$ cat src/adc_ctrl_pkg.sv
// Package with register map, field positions and timing of the converter control
package adc_ctrl_pkg;

   // ----------------------------------------------------------------
   // Register indices (byte address is four times the index)
   // ----------------------------------------------------------------
   localparam logic [5:0] PIN_BUFFER_DISABLE_IDX = 6'h01;
   localparam logic [5:0] CONTROL_STATUS_B_IDX = 6'h03;
   localparam logic [5:0] RESULT_LOW_IDX = 6'h04;
   localparam logic [5:0] RESULT_HIGH_IDX = 6'h05;
   localparam logic [5:0] CONTROL_STATUS_A_IDX = 6'h06;
   localparam logic [5:0] INPUT_SELECT_IDX = 6'h07;

   // ----------------------------------------------------------------
   // Reset values
   // ----------------------------------------------------------------
   localparam logic [7:0] PIN_BUFFER_DISABLE_RESET = 8'h00;
   localparam logic [7:0] CONTROL_STATUS_B_RESET = 8'h00;
   localparam logic [7:0] CONTROL_STATUS_A_RESET = 8'h00;
   localparam logic [5:0] INPUT_SELECT_RESET = 6'h00;
   localparam logic [9:0] RESULT_RESET = 10'h000;

   // ----------------------------------------------------------------
   // Control/status A bit positions
   // ----------------------------------------------------------------
   localparam int CSA_ON_BIT = 7;
   localparam int CSA_GO_BIT = 6;
   localparam int CSA_AUTO_BIT = 5;
   localparam int CSA_DONE_BIT = 4;
   localparam int CSA_IRQ_EN_BIT = 3;
   localparam int CSA_DIV_LSB = 0;

   // ----------------------------------------------------------------
   // Control/status B bit positions
   // ----------------------------------------------------------------
   localparam int CSB_BIPOLAR_BIT = 7;
   localparam int CSB_LEFT_ALIGN_BIT = 4;
   localparam int CSB_SOURCE_LSB = 0;

   // ----------------------------------------------------------------
   // Conversion lengths in converter clock cycles, codes and limits
   // ----------------------------------------------------------------
   localparam logic [4:0] FIRST_CONVERSION_CYCLES = 5'd25;
   localparam logic [4:0] NORMAL_CONVERSION_CYCLES = 5'd13;
   localparam logic [2:0] FREE_RUNNING_SOURCE = 3'h0;
   localparam logic [9:0] SATURATED_RESULT = 10'h3ff;

   typedef enum logic {idle_state, convert_state} conv_state_type;

   // Terminal count of the prescaler: division factor minus one
   function automatic logic [6:0] divider_limit(input logic [2:0] sel);
      logic [7:0] factor;
      factor = (sel <= 3'h1) ? 8'h02 : (8'h01 << sel);
      return 7'(factor - 8'h01);
   endfunction : divider_limit

endpackage : adc_ctrl_pkg

$ cat src/conv_link_if.sv
// Interface joining the control core to its prescaler and trigger detector
`timescale 1ns/100ps
interface conv_link_if;
   logic adc_enable;
   logic [2:0] divider_select;
   logic converter_tick;
   logic [7:1] trigger_flags;
   logic [2:0] source_select;
   logic auto_enable;
   logic trigger_pulse;

   modport prescaler (input adc_enable, input divider_select,
                      output converter_tick);
   modport trigger (input adc_enable, input trigger_flags,
                    input source_select, input auto_enable,
                    output trigger_pulse);
   modport control (output adc_enable, output divider_select,
                    output trigger_flags, output source_select,
                    output auto_enable, input converter_tick,
                    input trigger_pulse);
endinterface : conv_link_if

$ cat src/adc_conversion_control.sv
// Conversion control, result registers and Wishbone slave of the converter
//
// Summary of operation
// - Single mode: each go write starts one conversion
// - Free running: one go write, then continuous conversions
// - First conversion after enable 25 cycles, else 13
// - Go bit reads busy; writing zero does nothing
// - Auto trigger starts conversion on source rising edge
// - Done flag set at each conversion end, even when results are locked
// - Interrupt requested when flag, enable, global enable set
// - Flag cleared by vector taken or writing one
// - Prescaler code selects divide by 2 to 128
// - Low read locks results until high read
// - Right aligned: high holds bits 9:8, low 7:0
// - Left aligned: high holds 9:2, low 1:0 at top
// - Alignment change reformats results at once
// - Bipolar two's complement, unipolar ten bit unsigned
// - Unipolar differential non-positive input saturates to reference
// - Trigger source ignored without auto triggering
// - Switching to a set source triggers when enabled
// - Free running source code never triggers itself
// - Trigger source codes 1 to 7 map to seven event flags
// - Reserved bits 5 and 3 store written values
// - Buffer disable bit forces pin read to zero
// - Clearing converter enable aborts running conversion
// - Input select change applies after current conversion
`timescale 1ns/100ps
module adc_conversion_control (
   input wire logic clk_i,
   input wire logic rst_i,
   input wire logic wb_cyc_i,
   input wire logic wb_stb_i,
   input wire logic wb_we_i,
   input wire logic [7:0] wb_adr_i,
   input wire logic [3:0] wb_sel_i,
   input wire logic [31:0] wb_dat_i,
   output logic [31:0] wb_dat_o,
   output logic wb_ack_o,
   input wire logic global_irq_enable_i,
   input wire logic irq_vector_taken_i,
   output logic irq_o,
   input wire logic [7:1] trigger_flags_i,
   input wire logic [10:0] analog_sample_i,
   output logic converting_o,
   output logic [5:0] input_select_o,
   input wire logic [7:0] pin_level_i,
   output logic [7:0] pin_read_o,
   output logic [7:0] pin_buffer_off_bits_o
);

   // ----------------------------------------------------------------
   // Declarations
   // ----------------------------------------------------------------
   conv_link_if link ();

   adc_ctrl_pkg::conv_state_type state_reg;
   adc_ctrl_pkg::conv_state_type state_next;

   logic converter_on_bit;
   logic auto_trigger_enable;
   logic conversion_done_flag;
   logic conversion_done_irq_enable;
   logic [2:0] clock_divider_select;
   logic [7:0] control_status_b_reg;
   logic [7:0] pin_buffer_disable_reg;
   logic [5:0] input_select_field;
   logic [9:0] conversion_result;
   logic result_lock_reg;
   logic init_needed_reg;
   logic [4:0] tick_count_reg;
   logic [4:0] length_reg;

   logic take;
   logic write_take;
   logic read_take;
   logic [5:0] index;
   logic csa_write;
   logic enable_after_write;
   logic go_request;
   logic start_request;
   logic finish;
   logic free_running;
   logic left_align_bit;
   logic bipolar_select;
   logic [7:0] read_value;
   logic [7:0] result_low_reg;
   logic [7:0] result_high_reg;

   // ----------------------------------------------------------------
   // Helper functions
   // ----------------------------------------------------------------
   // Differential when the select code names a channel pair
   function automatic logic is_differential(input logic [5:0] sel);
      return (sel >= 6'h08 && sel <= 6'h1f) || (sel >= 6'h23);
   endfunction : is_differential

   // Turns the signed front end sample into the stored result
   function automatic logic [9:0] format_sample(input logic [10:0] sample,
                                                input logic diff,
                                                input logic bipolar);
      logic [9:0] value;
      value = sample[9:0];
      if (diff && bipolar)
         value = sample[10:1];
      else if (diff && (sample[10] || sample == 11'h000))
         value = adc_ctrl_pkg::SATURATED_RESULT;
      else if (sample[10])
         value = 10'h000;
      return value;
   endfunction : format_sample

   // ----------------------------------------------------------------
   // Sub blocks
   // ----------------------------------------------------------------
   assign link.adc_enable = converter_on_bit;
   assign link.divider_select = clock_divider_select;
   assign link.trigger_flags = trigger_flags_i;
   assign link.source_select = control_status_b_reg[2:0];
   assign link.auto_enable = auto_trigger_enable;

   clock_prescaler prescaler_inst (
      .clk_i(clk_i),
      .rst_i(rst_i),
      .link(link.prescaler)
   );

   trigger_edge_detect trigger_inst (
      .clk_i(clk_i),
      .rst_i(rst_i),
      .link(link.trigger)
   );

   // ----------------------------------------------------------------
   // Bus decode
   // ----------------------------------------------------------------
   assign index = wb_adr_i[7:2];
   assign take = wb_cyc_i && wb_stb_i && !wb_ack_o;
   assign write_take = take && wb_we_i && wb_sel_i[0];
   assign read_take = take && !wb_we_i;
   assign csa_write = write_take &&
                      index == adc_ctrl_pkg::CONTROL_STATUS_A_IDX;
   assign enable_after_write = csa_write ?
                               wb_dat_i[adc_ctrl_pkg::CSA_ON_BIT] :
                               converter_on_bit;
   assign left_align_bit = control_status_b_reg[adc_ctrl_pkg::CSB_LEFT_ALIGN_BIT];
   assign bipolar_select = control_status_b_reg[adc_ctrl_pkg::CSB_BIPOLAR_BIT];

   // ----------------------------------------------------------------
   // Conversion sequencing
   // ----------------------------------------------------------------
   assign go_request = csa_write && wb_dat_i[adc_ctrl_pkg::CSA_GO_BIT] &&
                       enable_after_write;
   assign free_running = auto_trigger_enable &&
                         control_status_b_reg[2:0] ==
                         adc_ctrl_pkg::FREE_RUNNING_SOURCE;
   assign start_request = go_request || link.trigger_pulse;
   assign finish = state_reg == adc_ctrl_pkg::convert_state &&
                   enable_after_write && link.converter_tick &&
                   tick_count_reg == length_reg - 5'd1;

   always_comb
   begin
      state_next = state_reg;
      case (state_reg)
         adc_ctrl_pkg::idle_state:
            if (start_request && enable_after_write)
               state_next = adc_ctrl_pkg::convert_state;
         adc_ctrl_pkg::convert_state:
            if (!enable_after_write)
               state_next = adc_ctrl_pkg::idle_state;
            else if (finish && !free_running)
               state_next = adc_ctrl_pkg::idle_state;
         default:
            state_next = adc_ctrl_pkg::idle_state;
      endcase
   end

   always_ff @(posedge clk_i)
   begin
      if (rst_i)
         state_reg <= adc_ctrl_pkg::idle_state;
      else
         state_reg <= state_next;
   end

   always_ff @(posedge clk_i)
   begin
      if (rst_i)
         converting_o <= 1'b0;
      else
         converting_o <= state_next == adc_ctrl_pkg::convert_state;
   end

   // Counts converter clock ticks within one conversion
   always_ff @(posedge clk_i)
   begin
      if (rst_i || state_reg == adc_ctrl_pkg::idle_state || finish)
         tick_count_reg <= 5'd0;
      else if (link.converter_tick)
         tick_count_reg <= tick_count_reg + 5'd1;
   end

   always_ff @(posedge clk_i)
   begin
      if (rst_i)
         length_reg <= adc_ctrl_pkg::NORMAL_CONVERSION_CYCLES;
      else if (state_reg == adc_ctrl_pkg::idle_state)
         length_reg <= init_needed_reg ?
                       adc_ctrl_pkg::FIRST_CONVERSION_CYCLES :
                       adc_ctrl_pkg::NORMAL_CONVERSION_CYCLES;
      else if (finish)
         length_reg <= adc_ctrl_pkg::NORMAL_CONVERSION_CYCLES;
   end

   // Initialization pending from every switch-off until one conversion ends
   always_ff @(posedge clk_i)
   begin
      if (rst_i || !converter_on_bit)
         init_needed_reg <= 1'b1;
      else if (finish)
         init_needed_reg <= 1'b0;
   end

   // Channel select is only passed to the front end between conversions
   always_ff @(posedge clk_i)
   begin
      if (rst_i)
         input_select_o <= adc_ctrl_pkg::INPUT_SELECT_RESET;
      else if (state_reg == adc_ctrl_pkg::idle_state || finish)
         input_select_o <= input_select_field;
   end

   // ----------------------------------------------------------------
   // Control/status A
   // ----------------------------------------------------------------
   always_ff @(posedge clk_i)
   begin
      if (rst_i)
      begin
         converter_on_bit <= adc_ctrl_pkg::CONTROL_STATUS_A_RESET[7];
         auto_trigger_enable <= adc_ctrl_pkg::CONTROL_STATUS_A_RESET[5];
         conversion_done_irq_enable <= adc_ctrl_pkg::CONTROL_STATUS_A_RESET[3];
         clock_divider_select <= adc_ctrl_pkg::CONTROL_STATUS_A_RESET[2:0];
      end
      else if (csa_write)
      begin
         converter_on_bit <= wb_dat_i[adc_ctrl_pkg::CSA_ON_BIT];
         auto_trigger_enable <= wb_dat_i[adc_ctrl_pkg::CSA_AUTO_BIT];
         conversion_done_irq_enable <= wb_dat_i[adc_ctrl_pkg::CSA_IRQ_EN_BIT];
         clock_divider_select <= wb_dat_i[adc_ctrl_pkg::CSA_DIV_LSB +: 3];
      end
   end

   // Set wins over a clear in the same cycle
   always_ff @(posedge clk_i)
   begin
      if (rst_i)
         conversion_done_flag <= adc_ctrl_pkg::CONTROL_STATUS_A_RESET[4];
      else if (finish)
         conversion_done_flag <= 1'b1;
      else if (irq_vector_taken_i ||
               (csa_write && wb_dat_i[adc_ctrl_pkg::CSA_DONE_BIT]))
         conversion_done_flag <= 1'b0;
   end

   always_ff @(posedge clk_i)
   begin
      if (rst_i)
         irq_o <= 1'b0;
      else
         irq_o <= conversion_done_flag && conversion_done_irq_enable &&
                  global_irq_enable_i;
   end

   // ----------------------------------------------------------------
   // Control/status B, input select and pin buffers
   // ----------------------------------------------------------------
   always_ff @(posedge clk_i)
   begin
      if (rst_i)
         control_status_b_reg <= adc_ctrl_pkg::CONTROL_STATUS_B_RESET;
      else if (write_take && index == adc_ctrl_pkg::CONTROL_STATUS_B_IDX)
         control_status_b_reg <= wb_dat_i[7:0];
   end

   always_ff @(posedge clk_i)
   begin
      if (rst_i)
         input_select_field <= adc_ctrl_pkg::INPUT_SELECT_RESET;
      else if (write_take && index == adc_ctrl_pkg::INPUT_SELECT_IDX)
         input_select_field <= wb_dat_i[5:0];
   end

   always_ff @(posedge clk_i)
   begin
      if (rst_i)
         pin_buffer_disable_reg <= adc_ctrl_pkg::PIN_BUFFER_DISABLE_RESET;
      else if (write_take && index == adc_ctrl_pkg::PIN_BUFFER_DISABLE_IDX)
         pin_buffer_disable_reg <= wb_dat_i[7:0];
   end

   always_ff @(posedge clk_i)
   begin
      if (rst_i)
      begin
         pin_read_o <= 8'h00;
         pin_buffer_off_bits_o <= adc_ctrl_pkg::PIN_BUFFER_DISABLE_RESET;
      end
      else
      begin
         pin_read_o <= pin_level_i & ~pin_buffer_disable_reg;
         pin_buffer_off_bits_o <= pin_buffer_disable_reg;
      end
   end

   // ----------------------------------------------------------------
   // Result storage and read lock
   // ----------------------------------------------------------------
   // A low read in progress also blocks an update in the same cycle
   always_ff @(posedge clk_i)
   begin
      if (rst_i)
         conversion_result <= adc_ctrl_pkg::RESULT_RESET;
      else if (finish && !result_lock_reg &&
               !(read_take && index == adc_ctrl_pkg::RESULT_LOW_IDX))
         conversion_result <= format_sample(analog_sample_i,
                                            is_differential(input_select_o),
                                            bipolar_select);
   end

   always_ff @(posedge clk_i)
   begin
      if (rst_i)
         result_lock_reg <= 1'b0;
      else if (read_take && index == adc_ctrl_pkg::RESULT_LOW_IDX)
         result_lock_reg <= 1'b1;
      else if (read_take && index == adc_ctrl_pkg::RESULT_HIGH_IDX)
         result_lock_reg <= 1'b0;
   end

   // Formatting is applied on every read, so alignment acts at once
   always_comb
   begin
      if (left_align_bit)
      begin
         result_high_reg = conversion_result[9:2];
         result_low_reg = {conversion_result[1:0], 6'h00};
      end
      else
      begin
         result_high_reg = {6'h00, conversion_result[9:8]};
         result_low_reg = conversion_result[7:0];
      end
   end

   // ----------------------------------------------------------------
   // Read multiplexer and bus answer
   // ----------------------------------------------------------------
   always_comb
   begin
      case (index)
         adc_ctrl_pkg::PIN_BUFFER_DISABLE_IDX:
            read_value = pin_buffer_disable_reg;
         adc_ctrl_pkg::CONTROL_STATUS_B_IDX:
            read_value = control_status_b_reg;
         adc_ctrl_pkg::RESULT_LOW_IDX:
            read_value = result_low_reg;
         adc_ctrl_pkg::RESULT_HIGH_IDX:
            read_value = result_high_reg;
         adc_ctrl_pkg::CONTROL_STATUS_A_IDX:
            read_value = {converter_on_bit, converting_o,
                          auto_trigger_enable, conversion_done_flag,
                          conversion_done_irq_enable,
                          clock_divider_select};
         adc_ctrl_pkg::INPUT_SELECT_IDX:
            read_value = {2'h0, input_select_field};
         default:
            read_value = 8'h00;
      endcase
   end

   always_ff @(posedge clk_i)
   begin
      if (rst_i)
         wb_ack_o <= 1'b0;
      else
         wb_ack_o <= take;
   end

   always_ff @(posedge clk_i)
   begin
      if (rst_i)
         wb_dat_o <= 32'h00000000;
      else if (read_take)
         wb_dat_o <= {24'h000000, read_value};
   end

endmodule : adc_conversion_control

$ cat src/clock_prescaler.sv
// Converter clock enable derived from the system clock
`timescale 1ns/100ps
module clock_prescaler (
   input wire logic clk_i,
   input wire logic rst_i,
   conv_link_if.prescaler link
);
   logic [6:0] count_reg;
   logic [6:0] limit;

   assign limit = adc_ctrl_pkg::divider_limit(link.divider_select);

   // ----------------------------------------------------------------
   // Divider counter, held cleared while the converter is off
   // ----------------------------------------------------------------
   always_ff @(posedge clk_i)
   begin
      if (rst_i || !link.adc_enable || count_reg >= limit)
         count_reg <= 7'h00;
      else
         count_reg <= count_reg + 7'h01;
   end

   always_ff @(posedge clk_i)
   begin
      if (rst_i)
         link.converter_tick <= 1'b0;
      else
         link.converter_tick <= link.adc_enable && count_reg >= limit;
   end
endmodule : clock_prescaler

$ cat src/trigger_edge_detect.sv
// Rising edge detector on the selected auto trigger source
`timescale 1ns/100ps
module trigger_edge_detect (
   input wire logic clk_i,
   input wire logic rst_i,
   conv_link_if.trigger link
);
   logic selected;
   logic previous_reg;

   // Free running code selects a constant low, so it never makes an edge
   assign selected = (link.source_select == adc_ctrl_pkg::FREE_RUNNING_SOURCE)
                     ? 1'b0 : link.trigger_flags[link.source_select];

   always_ff @(posedge clk_i)
   begin
      if (rst_i)
         previous_reg <= 1'b0;
      else
         previous_reg <= selected;
   end

   // ----------------------------------------------------------------
   // Edge also seen when software switches to a set source
   // ----------------------------------------------------------------
   always_ff @(posedge clk_i)
   begin
      if (rst_i)
         link.trigger_pulse <= 1'b0;
      else
         link.trigger_pulse <= link.auto_enable && link.adc_enable &&
                               selected && !previous_reg;
   end
endmodule : trigger_edge_detect
$ cat config.mk
export PLATFORM = sky130hd
export DESIGN_NAME = adc_conversion_control
export DESIGN_NICKNAME = d
export VERILOG_FILES = /design/src/adc_ctrl_pkg.sv /design/src/conv_link_if.sv /design/src/adc_conversion_control.sv /design/src/clock_prescaler.sv /design/src/trigger_edge_detect.sv
export SDC_FILE = /design/constraint.sdc
export NUM_CORES = 1
export LEC_CHECK = 0
export BUFFER_PORTS_ARGS = -buffer_cell sky130_fd_sc_hd__clkbuf_2
export CAP_MARGIN = 20
export CORE_UTILIZATION = 25
export DETAILED_ROUTE_END_ITERATION = 12
export MAX_ROUTING_LAYER = met4
export PLACE_DENSITY = 0.43
export SETUP_SLACK_MARGIN = 0.1
export SYNTH_ARGS = -nofsm -noshare
export SYNTH_HDL_FRONTEND = slang
export SYNTH_SLANG_ARGS = --single-unit
$ cat constraint.sdc
create_clock -name clk_i -period 2.4 [get_ports clk_i]
set_input_delay 0.12 -clock clk_i [delete_from_list [all_inputs] [get_ports clk_i]]
set_output_delay 0.12 -clock clk_i [all_outputs]
set_load 0.05 [all_outputs]
; Yosys cells after proc, flatten, opt, wreduce, memory -nomap -nowiden
; Index checks and enable logic that the tools add are counted.
; W data, S select, Z words.
[totals]
output_inout_bits = 57
wordCells = 119
in_bits = 77
reg_bits = 94
[classes]
order_cmp = 6
addsub = 4
bitwise_logic = 3
reduce_logical = 51
n_mux = 22
eq_ne = 8
shift = 1
[op_table]
columns = op, count
row1 = $pmux W8 S6, 1
row2 = $logic_and A1 B1 Y1, 31
row3 = $mux W10, 3
row4 = $eq A6 B3 Y1 const B, 4
row5 = $mux W8, 2
row6 = $mux W5, 3
row7 = $logic_not A11 Y1, 1
row8 = $mux W1, 10
row9 = $logic_or A1 B1 Y1, 9
row10 = $and A8 B8 Y8, 1
row11 = $not A8 Y8, 1
row12 = $add A7 B1 Y7 const B, 1
row13 = $ge A7 B7 Y1, 1
row14 = $logic_not A1 Y1, 7
row15 = $mux W7, 1
row16 = $shl A1 B3 Y7 const A, 1
row17 = $sub A7 B1 Y7 const B, 1
row18 = $eq A6 B1 Y1 const B, 1
row19 = $eq A6 B2 Y1 const B, 1
row20 = $ge A6 B4 Y1 const B, 1
row21 = $ge A6 B6 Y1 const B, 1
row22 = $le A6 B5 Y1 const B, 1
row23 = $add A5 B1 Y5 const B, 1
row24 = $eq A5 B5 Y1, 1
row25 = 9 further kinds, 10

; Logic depth before layout (Yosys ltp)
[depth]
depth_word = 13
mapped_depth = 12
ltp_nobuf = 11

; By module
; A second synthesis with hierarchy kept.
[unflattened]
hier_cells = 491
area_unflattened_um2 = 4534.3
[by_module_without_submodules]
columns = module, seq_area_each_um2, instances, cells_per_inst, area_each_um2
row1 = adc_conversion_control, 1621.6, 1, 416, 3836.2
row2 = clock_prescaler, 160.2, 1, 62, 556.8
row3 = trigger_edge_detect, 40.0, 1, 13, 141.4

; Worst setup path before layout
; Ideal clock, no wire load.
[synth_path]
path_type = register to register
from = register clock_divider_select[2]
to = register prescaler_inst.count_reg[2]
synth_period_minus_slack_ns = 2.510
required_ns = 2.335
setup_ns = 0.065
path_stages_with_launch = 13
path_buffers = 1
slack_ns = -0.110
arrival_time_ns = 2.445
cell_sequence = dfxtp_1 inv_1 nand2_1 ha_1 clkbuf_1 xor2_1 nor2_1 a31oi_1 ha_1 and3_1 a221o_1 a311o_1 nor2_1
[synth_via]
elab_chain_cells = 5
elab_cells_between_ends = 6
classes_between = add/sub: 1 / order compare: 2 / shift: 1 / mux: 1 / reduce/logical: 1
[synth_lines]
columns = item, line_no
row1 = "start, declared", adc_conversion_control.sv:63  ; logic [2:0] clock_divider_select;
row2 = "start signal, assigned", adc_conversion_control.sv:243  ; clock_divider_select <= adc_ctrl_pkg::CONTROL_STATUS_A_RESET[2:0];
row3 = "start signal, assigned", adc_conversion_control.sv:250  ; clock_divider_select <= wb_dat_i[adc_ctrl_pkg::CSA_DIV_LSB +: 3];
row4 = $le A3 B1 Y1 or $shl A1 B3 Y7 (tied branches), adc_ctrl_pkg.sv:53  ; factor = (sel <= 3'h1) ? 8'h02 : (8'h01 << sel);
row5 = $mux W7 *, adc_ctrl_pkg.sv:53
row6 = $sub A7 B1 Y7 *, adc_ctrl_pkg.sv:54  ; return 7'(factor - 8'h01);
row7 = $ge A7 B7 Y1 *, clock_prescaler.sv:18  ; if (rst_i || !link.adc_enable || count_reg >= limit)
row8 = $logic_or A1 B1 Y1 *, clock_prescaler.sv:18
row9 = "end signal, assigned", clock_prescaler.sv:21  ; count_reg <= count_reg + 7'h01;
row10 = "end, declared", clock_prescaler.sv:8  ; logic [6:0] count_reg;
; Every way passes the cells marked *; elsewhere a longest branch is shown, timed or not.
; A chain may end at the register's enable or synchronous reset.

; Worst setup path in the final report
[layout_path]
from = register clock_divider_select[1]
to = register prescaler_inst.count_reg[3]
; Same word-level chain as after synthesis.

==> impl_metrics.py <==
metrics = {
    "clock_tree": {
        "cts_buffers": 9,
        "h-tree-depth": 3,
        "cts_root_buf": "clkbuf_16",
        "clk_path_buf_depth": 2,
        "cts_sinks": 91,
        "clkTransAtPathRegs_ns": 0.07,
        "worst_skew_pair.late_latency_ns": 0.35,
        "cts_tree": "done",
    },
    "final_layout": {
        "syn_to_final_growth_pct": 23.37,
        "design_area_um2": 5602,
        "fin_nets": 676,
        "layout-drive-gt1-share": 0.2479,
        "top_register": "conversion_result",
        "fin_cells": 818,
        "fin_util": 0.3194,
        "largest_reg_flops": 10,
        "num_antenna_cells": 0,
    },
    "pwr": {
        "finalPower_mw": 3.434,
        "power_density_nw_per_um2": 613.0,
        "p_seq_frac": 0.444,
        "comb_power_share": 0.083,
        "switching_share": 0.2380,
        "power_leakage_nw": 2.182,
        "clkPwrFrac": 0.473,
        "ir_drop_mv": 0.2694,
        "power_switching_mw": 0.8173,
        "power.internal_mw": 2.616,
    },
    "timing": {
        "timing.final.crit_period_ns": 2.286,
        "rsz0062_at_grt": "yes",
        "fin_crit_sh": 0.9526,
        "maxSlewViolCount": 0,
        "fin_skew_ns": 0.007564,
        "hold_ws_ns": 0.01541,
        "max_slew.worst_pin.slew_ns": 1.032,
        "finalSetupViolations": 0,
        "hold_viol": 0,
        "timing.fmax_mhz": 437.4,
        "slew-limit-headroom": 0.3076,
    },
    "place": {
        "dpl-instance-area_um2": 5162,
        "place_congestion": 0.8032,
        "post-place-cells": 793,
        "portBuffers": 80,
        "dp.final_hpwl_mm": 9.569,
    },
    "grt": {
        "gr-total-overflow": 0,
        "grt_usage": 0.1442,
        "grt_max_degree": 76,
        "grt_pass1_wl_mm": 19.67,
        "antenna_found_initial": 0,
        "grt_pass1_vias": 3783,
    },
    "floorplanning": {
        "initial_core_util": 0.2589,
        "core_area_um2": 17540,
        "die_area_um2": 18710,
        "row_count": 48,
        "fp.dieH_um": 136.8,
        "die_w_um": 136.8,
        "pin_count": 134,
    },
    "logic_synthesis": {
        "ys.flop_type": "dfxtp_1",
        "synth_common_cells": "91 x dfxtp_1, 56 x nor2_1, 31 x mux2i_1",
        "avgSynthCellArea_um2": 9.173,
        "ys_warn_count": 0,
        "synth.distinct_cells": 64,
        "synth_edf_count": 0,
        "yosys.area.top_type": "dfxtp_1",
        "ys_seq_area_frac": 0.4012,
        "synth_top_area_share": 0.4012,
        "syn_inst": 495,
        "synth_area_leaders": "dfxtp_1 40%, mux2i_1 6.8%, nor2_1 4.6%",
        "async_reset_ff_frac": 0,
        "ys_seq_elements": 91,
        "synthMostInstantiatedCell": "dfxtp_1",
        "syn-cell-area_um2": 4541,
    },
    "route": {
        "vias": 3840,
        "drcViolationCount": 0,
        "wl_met1_mm": 5.725,
        "wl_mm": 12.54,
        "routed_via_density": 4.694,
        "wire_per_inst_um": 15.33,
        "routed.top_layer": "met4",
        "drtPass1Iterations": 4,
        "drt-initial-drc-count": 166,
        "antenna_left": 0,
        "dr_wl_met3_um": 433,
        "dr_wl_met2_mm": 6.081,
    },
    "setup_path": {
        "cp.arrival_ns": 2.57,
        "required_ns": 2.68,
        "critPathKind": "reg2reg",
        "cp-end-kind": "register",
        "cp-start-kind": "register",
        "cp_cell_sequence": "inv_2, nand2_2, ha_4, buf_4, o211a_1, a21oi_1, ha_1, and3_4, a221o_1, a311o_2, nor2_1",
        "crit_slowest_cell": "a311o_2",
        "critPathMaxFanout": 7,
        "cp_slowest_stage_delay_ns": 0.38,
    },
    "min_path": {
        "hp-class": "in2reg",
    },
    "run": {
        "cap_violations": 0,
    },
    "run_status": {
        "status": "finished clean",
    },
}
[power by group through the flow]
stage	clock network, mW	logic, mW	registers, mW
after global placement	0	0.274	1.56
after detailed placement	0	0.277	1.56
after CTS	1.68	0.287	1.52
final	1.62	0.285	1.52
after global routing	1.74	0.306	1.52
after floorplan	0	0.194	1.59
[worst max-delay path: cells and delay by family, from the launching register on]
kind                       cells  cell delay (ns)
DFF                            1             0.32
buffers and inverters          2             0.20
adders and majority gates      2             0.42
and+or+nand+nor                3             0.34
AOI/OAI and AO/OA              4             0.94
[worst paths after layout]
| kind | startpoint | to | slack, ns | depth (start not counted) |
|---|---|---|---|---|
| min | pin_level_i[3] | pin_read_o[3] | 0.02 | 2 |
| min reg2reg | trigger_inst.previous_reg | trigger_inst.link.trigger_pulse | 0.40 | 1 |
| max reg2reg | clock_divider_select[1] | prescaler_inst.count_reg[3] | 0.11 | 11 |
| max | clock_divider_select[1] | prescaler_inst.count_reg[3] | 0.11 | 11 |
[per-stage QoR]
| step | setup TNS [ns] | setup WS, ns |
|---|---|---|
| floorplan | 0 | 0.1154 |
| global placement | 0 | 0.1002 |
| detailed placement | 0 | 0.02614 |
| CTS | 0 | 0.05431 |
| global route | -0.2244 | -0.04297 |
| finish | 0 | 0.1138 |
[cell families after synthesis]
logic type / synth area share
muxes: 0.08156
DFF: 0.4012
adders and majority gates: 0.03031
buffers and inverters: 0.08625
xor gates and xnor gates: 0.02508
AOI/OAI and AO/OA: 0.1692
and+or+nand+nor: 0.2047
other: 0.001654
[cells in the final DEF (no fill, tap or decap), types with 10 or more instances in the layout]
| master | count |
|---|---|
| mux2i_1 | 31 |
| buf_4 | 22 |
| nor2b_1 | 19 |
| dfxtp_1 | 88 |
| clkbuf_2 | 80 |
| ha_1 | 10 |
| inv_1 | 16 |
| nand2_1 | 25 |
| o21ai_0 | 26 |
| conb_1 | 26 |
| nor2_1 | 56 |
| nand2b_1 | 10 |
[what timing repair did]
action	CTS	global route
gates resized for setup	3	0
pin swaps	8	3
endpoints found under the setup margin	7	7
buffers inserted	2	1
hold buffers	6	0
endpoints found under the hold margin	6	0
[cell type report]
class                      count  area (um^2)
clock inverter                 6        113.9
sequential                    91         1826
timing repair buffer         109        645.6
tap                          225        281.5
fill                        1850        11940
clock buffer                  10        229.0
inverter                      18        67.56
multi-input combinational    359         2439
[per-layer routing]
layer	GRT usage	vias to the layer above
met5	-	-
met4	0.06899	0
met3	0.02370	20
met2	0.2321	87
met1	0.1754	1820
li1	-	1913
Note: power is estimated with default switching activity, not from simulation.
